### config.mk
export PLATFORM = sky130hd
export DESIGN_NAME = mcr_msi_regs
export DESIGN_NICKNAME = d
export VERILOG_FILES = /design/src/mcr_pkg.sv /design/src/mcr_msi_regs.sv
export SDC_FILE = /design/constraint.sdc
export NUM_CORES = 1
export LEC_CHECK = 0
export BUFFER_PORTS_ARGS = -buffer_cell sky130_fd_sc_hd__buf_2
export CORE_ASPECT_RATIO = 1.4
export CORE_MARGIN = 2
export CORE_UTILIZATION = 60
export DETAILED_ROUTE_END_ITERATION = 7
export PLACE_DENSITY_LB_ADDON = 0.05
export SYNTH_ARGS = -nofsm -noshare
export SYNTH_HDL_FRONTEND = slang
export SYNTH_SLANG_ARGS = --single-unit
### constraint.sdc
create_clock -name core_clk -period 3.3 [get_ports core_clk]
set_input_delay 0.495 -clock core_clk [delete_from_list [all_inputs] [get_ports core_clk]]
set_output_delay 0.495 -clock core_clk [all_outputs]
set_load 0.1 [all_outputs]
### src/mcr_pkg.sv
/*
 * Package for the message-signaled interrupt capability registers:
 * configuration offsets, field positions, reset values and carrier types.
 * Assumes a config-space port that presents dword-aligned accesses.
 */
package mcr_pkg;

    // ========================================================
    // Register offsets (byte addresses in configuration space)
    localparam logic [7:0] MCR_OFF_CTRL_DW   = 8'h70; // id, next, control
    localparam logic [7:0] MCR_OFF_ADDR_LO   = 8'h74;
    localparam logic [7:0] MCR_OFF_ADDR_HI   = 8'h78;
    localparam logic [7:0] MCR_OFF_PAYLOAD   = 8'h7C;

    // ========================================================
    // Field positions of the control word (upper half of dword 70h)
    localparam int MCR_CTRL_SHIFT   = 16;
    localparam int MCR_BIT_ENABLE   = 0;
    localparam int MCR_REQ_LO       = 1;
    localparam int MCR_GRANT_LO     = 4;
    localparam int MCR_GRANT_HI     = 6;
    localparam int MCR_BIT_WIDECAP  = 7;
    localparam int MCR_ADDR_LO_BIT  = 2;

    // ========================================================
    // Reset and constant values
    localparam logic [15:0] MCR_CTRL_RESET     = 16'h0080;
    localparam logic [31:0] MCR_ADDR_RESET     = 32'h0000_0000;
    localparam logic [15:0] MCR_PAYLOAD_RESET  = 16'h0000;
    localparam logic [2:0]  MCR_REQ_COUNT      = 3'h0;
    localparam logic [2:0]  MCR_GRANT_RESET    = 3'h0;
    localparam logic [2:0]  MCR_GRANT_MAX      = 3'h5;
    localparam logic [7:0]  MCR_CAP_ID         = 8'h05;
    localparam logic [7:0]  MCR_NEXT_PTR       = 8'h80;
    localparam logic [1:0]  MCR_ADDR_RSVD      = 2'h0;
    localparam logic [7:0]  MCR_CTRL_RSVD      = 8'h00;

    // ========================================================
    // Configuration access carrier
    typedef struct packed {
        logic        rd;
        logic        wr;
        logic [7:0]  addr;
        logic [3:0]  be;
        logic [31:0] wdata;
    } mcr_cfg_req_s;

    // Outgoing posted memory write
    typedef struct packed {
        logic        valid;
        logic        wide;     // 64-bit address form
        logic [63:0] addr;
        logic [15:0] payload;
    } mcr_msg_s;

    // Whole module state
    typedef struct packed {
        logic        enable;
        logic [2:0]  grant;
        logic [29:0] addr_lo;
        logic [31:0] addr_hi;
        logic [15:0] payload;
        logic [31:0] rdata;
        logic        rvalid;
        mcr_msg_s    fixed_payload_bits;
    } mcr_state_s;

endpackage : mcr_pkg

### src/mcr_msi_regs.sv
/*
 * Message-signaled interrupt capability registers of the upstream port.
 * Holds control, 64-bit target address and payload, and builds the posted
 * write that is sent upstream when an interrupt event arrives.
 * Assumes config accesses are one-cycle strobes and the link accepts a
 * message whenever msg_out.valid pulses (no back-pressure here).
 */
`timescale 1ns/10ps

// Overview of operation
// - The wide-address capability flag in the control word always reads one.
// - Software writes a three-bit granted message count which is stored.
// - The requested message count field always reads 000.
// - No message is sent while the signaling enable bit is zero.
// - Lower address bits 31:2 are writable and hold the message target.
// - Control bits 15:8 and lower address bits 1:0 read zero, writes ignored.
// - The upper address register is fully writable, 32 bits.
// - A zero upper address gives a 32-bit write, else a 64-bit write.
// - An enabled event sends a write of the payload to the target address.
// - Payload bits 15:4 are sent exactly as programmed.
// - Payload bits 3:0 are sent unchanged, with no vector substituted.
// - Lower address, upper address and payload reset to zero.
// - The control word resets to 0080h.
module mcr_msi_regs
    import mcr_pkg::*;
(
    input  wire logic                  core_clk,
    input  wire logic                  nrst,
    input  wire mcr_pkg::mcr_cfg_req_s cfg_req,
    output logic [31:0]                cfg_rdata,
    output logic                       cfg_rvalid,
    input  wire logic                  irq_event,
    output mcr_pkg::mcr_msg_s          msg_out,
    output logic                       signaling_enabled,
    output logic [2:0]                 granted_message_count
);
    import mcr_pkg::*;

    mcr_state_s st_r;
    mcr_state_s st_nxt;
    logic [15:0] ctrl_word;
    logic [31:0] addr_lo_word;

    // ========================================================
    // Read views of mixed-access registers
    always_comb
    begin
        ctrl_word = {MCR_CTRL_RSVD, MCR_CTRL_RESET[MCR_BIT_WIDECAP],
                     st_r.grant, MCR_REQ_COUNT,
                     st_r.enable};
        addr_lo_word = {st_r.addr_lo, MCR_ADDR_RSVD};
    end

    // ========================================================
    // Next-state logic: config writes, reads and message launch
    always_comb
    begin
        st_nxt           = st_r;
        st_nxt.rvalid    = cfg_req.rd;
        st_nxt.fixed_payload_bits.valid = 1'b0;
        // Only writable bits are taken; read-only bits have no storage
        if (cfg_req.wr)
        begin
            case (cfg_req.addr)
                MCR_OFF_CTRL_DW:
                begin
                    if (cfg_req.be[2])
                    begin
                        st_nxt.enable = cfg_req.wdata[MCR_CTRL_SHIFT
                                        + MCR_BIT_ENABLE];
                        st_nxt.grant = cfg_req.wdata[MCR_CTRL_SHIFT
                                        + MCR_GRANT_HI -: 3];
                    end
                end
                MCR_OFF_ADDR_LO:
                begin
                    if (cfg_req.be[0])
                        st_nxt.addr_lo[5:0] = cfg_req.wdata[7:2];
                    if (cfg_req.be[1])
                        st_nxt.addr_lo[13:6] = cfg_req.wdata[15:8];
                    if (cfg_req.be[2])
                        st_nxt.addr_lo[21:14] = cfg_req.wdata[23:16];
                    if (cfg_req.be[3])
                        st_nxt.addr_lo[29:22] = cfg_req.wdata[31:24];
                end
                MCR_OFF_ADDR_HI:
                begin
                    for (int i = 0; i < 4; i++)
                        if (cfg_req.be[i])
                            st_nxt.addr_hi[i*8 +: 8] =
                                cfg_req.wdata[i*8 +: 8];
                end
                MCR_OFF_PAYLOAD:
                begin
                    for (int i = 0; i < 2; i++)
                        if (cfg_req.be[i])
                            st_nxt.payload[i*8 +: 8] =
                                cfg_req.wdata[i*8 +: 8];
                end
                default:
                    st_nxt.enable = st_r.enable;
            endcase
        end
        // Read mux; unmapped offsets read zero
        case (cfg_req.addr)
            MCR_OFF_CTRL_DW:
                st_nxt.rdata = {ctrl_word, MCR_NEXT_PTR, MCR_CAP_ID};
            MCR_OFF_ADDR_LO: st_nxt.rdata = addr_lo_word;
            MCR_OFF_ADDR_HI: st_nxt.rdata = st_r.addr_hi;
            MCR_OFF_PAYLOAD: st_nxt.rdata = {16'h0000, st_r.payload};
            default:         st_nxt.rdata = 32'h0000_0000;
        endcase
        // Message uses the registers as they stand before this cycle's write
        if (irq_event && st_r.enable)
        begin
            st_nxt.fixed_payload_bits.valid   = 1'b1;
            st_nxt.fixed_payload_bits.wide    = (st_r.addr_hi != MCR_ADDR_RESET);
            st_nxt.fixed_payload_bits.addr    = {st_r.addr_hi, addr_lo_word};
            st_nxt.fixed_payload_bits.payload = st_r.payload;
        end
    end

    // ========================================================
    // State register
    always_ff @(posedge core_clk or negedge nrst)
    begin
        if (!nrst)
        begin
            st_r         <= '0;
            st_r.grant   <= MCR_GRANT_RESET;
            st_r.addr_lo <= MCR_ADDR_RESET[31:2];
            st_r.addr_hi <= MCR_ADDR_RESET;
            st_r.payload <= MCR_PAYLOAD_RESET;
        end
        else
            st_r <= st_nxt;
    end

    // Outputs straight from flip-flops
    assign cfg_rdata             = st_r.rdata;
    assign cfg_rvalid            = st_r.rvalid;
    assign msg_out               = st_r.fixed_payload_bits;
    assign signaling_enabled     = st_r.enable;
    assign granted_message_count = st_r.grant;
endmodule : mcr_msi_regs

# Word level (Yosys, flattened, before mapping)

Index checks and enable logic that the tools add are counted.
W data, S select, Z words.

Equality and inequality tests: 4
Muxes and demuxes: 2
Reduce and logical (&&, ||, !) cells: 13

Operator list:

| cell                 | count |
|---|---|
| $pmux W32 S4         | 1 |
| $mux W82             | 1 |
| $reduce_and A3 Y1    | 11 |
| $eq A8 B7 Y1 const B | 4 |
| $reduce_bool A32 Y1  | 1 |
| $logic_and A1 B1 Y1  | 1 |

Flip-flop bits (word level): 195
Input bits: 49
Output and inout bits: 119
Word-level logic and storage cells: 37

# Logic depth before layout (Yosys ltp)

Depth after elaboration: 2
Depth in mapped cells: 6
Mapped depth without buffers: 4

# Worst setup path before layout

OpenSTA, ideal clock, no wires.

Kind: input to register
Start point: input port cfg_req[43] in the netlist's numbering
End point: register st_r, in the netlist addr_lo_word[10]
Setup time: 0.125 ns
Arrival: 2.018 ns
Data required time: 3.175 ns
Setup slack: 1.157 ns
Stages: 4
Path buffers: 1
Cells stage by stage: or4b_4 -> buf_6 -> nor4_4 -> mux2_2

Word-level cells in the longest chain between the ends: 2

RTL lines:

| element                     | line                | text |
|---|---|---|
| from (decl)                 | mcr_msi_regs.sv:29  | `input wire mcr_pkg::mcr_cfg_req_s cfg_req,` |
| $eq A8 B7 Y1                | mcr_msi_regs.sv:64  | `case (cfg_req.addr)` |
| $reduce_and A3 Y1 (no line) | -                   |  |
| to (signal assigned)        | mcr_msi_regs.sv:136 | `st_r <= st_nxt;` |
| to (decl)                   | mcr_msi_regs.sv:39  | `mcr_state_s st_r;` |

Every way passes these cells.
A chain may end at the register's enable or synchronous reset.

# Worst setup path in the final report

Start point: input port cfg_req[43] in the netlist's numbering
End point: register st_r, in the netlist addr_lo_word[17]

Same word-level chain as after synthesis.

==> reports/results.tsv <==
stage	metric	value	unit
run_status	status	finished, final reports clean	
timing	timing.final.crit_period	2.046	ns
yosys	yosysWarningCount	0	
die	die-width	105.4	um
grt	first_global_vias	5176	
timing	slew_headroom	0.2422	
worst_setup_path	critical_path_class	primary input to register	
placement	placed_cells_incl_taps	845	
worst_setup_path	worstPathCellList	buf_2 -> or4b_4 -> nor4_4 -> mux2_2	
cells_and_area	area_delta_synth_final	9.121	%
clock_network	cts.clk_slew.worst_paths	0.07	ns
clock_network	tritoncts_clock_tree	yes	
timing	drv_slew	0	
routing	routed_wirelength	17790	um
clock_network	post_cts.repair.setup_buffers	0	
min_path	hold_path_class	primary input to async pin	
timing	timing.final.crit_share	0.6200	
timing	worst_slew_pin_slew	1.137	ns
yosys	yosysTopAreaCellShare	0.5655	
worst_setup_path	cp-end-kind	register	
timing	finalHoldViolCount	0	
worst_setup_path	crit_path_max_fanout	9	
routing	vias	4765	
placement	dpl.hpwl	12050	um
yosys	avgSynthCellArea	13.78	um^2
clock_network	number_of_instances_resized_during_post_cts_repair	0	
timing	maximum_clock_skew_at_final_layout	0.01005	ns
clock_network	tritoncts.num_buffers	17	
worst_setup_path	slowest_delay	0.68	ns
routing	post_detailed_route_drc_marker_count	0	
timing	finalSetupViolCount	0	
worst_setup_path	worst_ep_required_time	3.61	ns
die	fp.coreArea	0.01397	mm^2
routing	drtAntennaViolNets	0	
run	max_cap_viol_count	0	
die	initial_utilization	0.6174	
routing	drt_first_pass_iters	4	
grt	first_pass_grt_wire_length	28520	um
routing	detailedRoute.firstIterationViolations	204	
cells_and_area	antenna_cells_inserted	0	
clock_network	clock_tree.htree_level_count	4	
yosys	synth.cell_area	0.008628	mm^2
timing	rsz_0062_raised_after_global_routing	no	
die	std_cell_rows	51	
yosys	ys_top_cells_by_area	sky130_fd_sc_hd__dfrtp_1, sky130_fd_sc_hd__mux2_2, sky130_fd_sc_hd__buf_4	
cells_and_area	layout-drive-gt1-share	0.5723	
power	power_density	519.9	mW/mm^2
yosys	post_synth_top_area_cell	sky130_fd_sc_hd__dfrtp_1	
power	total_leakage_power	5.071	nW
grt	pin_count_of_the_biggest_net_entering_global_routing	89	
grt	grt_util_all_layers	0.2434	
worst_setup_path	crit_slowest_cell	sky130_fd_sc_hd__or4b_4	
cells_and_area	fin_util	0.6737	
worst_setup_path	worst_setup_path_start_kind	primary input	
yosys	synth_cell_types	30	
cells_and_area	layout.cells.non_filler	877	
die	die_h	145.9	um
clock_network	cts.hold.buffers_added	0	
grt	antenna_found_initial	0	
cells_and_area	design.final.nets	728	
clock_network	cts.sink_count	195	
placement	final_weighted_congestion_in_routability_driven_placement	0.7799	
grt	global_route_total_overflow	0	
die	die_area	0.01537	mm^2
yosys	synth_seq_area_share	0.5655	
die	io_pins	168	
power	max-vdd-ir-drop	0.3354	mV
worst_setup_path	regToRegSetupSlack	1.42	ns
placement	portBuffers	165	
clock_network	clock_path_buffers	2	
yosys	syn_inst	626	
yosys	ys_seq_elements	195	
routing	post_drt_via_cell_ratio	5.433	
worst_setup_path	cp_data_arrival_time	2.36	ns
timing	setup-tns-final	0	ns
routing	avgRoutedWirePerCell	20.29	um
timing	max_clock_freq	488.8	MHz
power	power.total	0.004895	W
clock_network	clock_insertion_delay_worst_skew	0.43	ns
clock_network	ctsRootBufferMaster	sky130_fd_sc_hd__clkbuf_16	
-- logic make-up (layout without fill, tap and decap cells) --
family | count (synthesis) | count (layout) | share of synthesized area
AO/OA/AOI/OAI | 34 | 34 | 0.02770
buffers and inverters | 142 | 207 | 0.1138
flip-flops | 195 | 195 | 0.5655
multiplexers | 178 | 178 | 0.2313
other | 1 | 2 | 0.0004346
AND/OR/NAND/NOR | 76 | 76 | 0.06120
-- critical path: cells and delay by family --
family                 cells  cell delay (ns)
buffers and inverters      1             0.11
muxes                      1             0.41
and+or+nand+nor            2             1.33
-- registers in the layout, indices dropped and copies added, names as in the netlist --
| name | count |
|---|---|
| addr_lo_word | 30 |
| cfg_rvalid | 1 |
| cfg_rdata | 32 |
| signaling_enabled | 1 |
| st_r | 48 |
| msg_out | 80 |
| granted_message_count | 3 |
-- cell usage after synthesis --
cell type,n
sky130_fd_sc_hd__or2_2,6
sky130_fd_sc_hd__buf_2,2
sky130_fd_sc_hd__mux2_2,171
sky130_fd_sc_hd__nor4_4,8
sky130_fd_sc_hd__mux2i_1,7
sky130_fd_sc_hd__a22oi_1,23
sky130_fd_sc_hd__conb_1,1
sky130_fd_sc_hd__a211oi_1,3
sky130_fd_sc_hd__nor2b_1,2
sky130_fd_sc_hd__nor3b_1,1
sky130_fd_sc_hd__a21o_1,1
sky130_fd_sc_hd__dfrtp_1,195
sky130_fd_sc_hd__buf_4,117
sky130_fd_sc_hd__nor4_2,2
sky130_fd_sc_hd__nor4_1,8
sky130_fd_sc_hd__a21oi_1,5
sky130_fd_sc_hd__a31oi_1,1
sky130_fd_sc_hd__nand2_1,12
sky130_fd_sc_hd__and4_1,2
sky130_fd_sc_hd__inv_1,2
sky130_fd_sc_hd__nand2b_1,3
sky130_fd_sc_hd__nor2_1,28
sky130_fd_sc_hd__o21ai_0,1
sky130_fd_sc_hd__nand4b_1,1
sky130_fd_sc_hd__buf_6,1
sky130_fd_sc_hd__clkbuf_1,13
sky130_fd_sc_hd__or4b_1,1
sky130_fd_sc_hd__or4b_4,1
sky130_fd_sc_hd__buf_1,7
sky130_fd_sc_hd__nand2_2,1
-- per-stage QoR --
stage                     hold slack, ns  area, um^2  setup slack, ns
final                             0.1226        9415            1.254
after global placement            0.4706        8818           0.8253
after floorplan                   0.1994        8632            1.157
after global routing              0.1534        9415            1.204
after detailed placement          0.4773        8818           0.8000
after CTS                         0.1498        9415            1.257
-- report_power, final --
group	total, W	internal [W]	switching (W)
Combinational	0.000378	0.0000985	0.000279
Clock	0.00205	0.00108	0.000972
Sequential	0.00247	0.00243	0.0000357
-- cells in the final DEF, fill, tap and decap left out, types with 4 or more instances in the layout --
cell,synthesis,layout
sky130_fd_sc_hd__nor4_4,8,8
sky130_fd_sc_hd__a22oi_1,23,23
sky130_fd_sc_hd__buf_2,2,164
sky130_fd_sc_hd__or2_2,6,6
sky130_fd_sc_hd__clkbuf_16,0,17
sky130_fd_sc_hd__dfrtp_1,195,195
sky130_fd_sc_hd__nor2_1,28,28
sky130_fd_sc_hd__nand2_1,12,11
sky130_fd_sc_hd__nor4_1,8,8
sky130_fd_sc_hd__buf_4,117,6
sky130_fd_sc_hd__mux2i_1,7,7
sky130_fd_sc_hd__a21oi_1,5,5
sky130_fd_sc_hd__mux2_2,171,171
sky130_fd_sc_hd__inv_8,0,4
-- area by class of cell --
cell class	instances	area (um^2)
tap	185	231.5
fill	1045	4559
clock inverter	15	171.4
clock buffer	17	425.4
multi-input combinational	290	2780
inverter	2	7.507
timing repair buffer	173	919.6
sequential	195	4880
-- path summary, 6_finish.rpt --
path / to / cells past startpoint / start
setup reg to reg: msg_out[57] / 2 / signaling_enabled
hold reg to reg: msg_out[71] / 2 / msg_out[71]
min in group core_clk: cfg_rvalid / 1 / cfg_req[45]
hold / removal: msg_out[6] / 1 / nrst
setup / recovery: addr_lo_word[17] / 4 / cfg_req[43]
max in group asynchronous: st_r[154] / 2 / nrst
-- routing by layer --
layer	track usage	wire, um
met2	0.4116	9251
met1	0.3133	7481
met4	0.07667	304
met5	0	0
met3	0.05240	756
(Power assumes the default switching activity.)
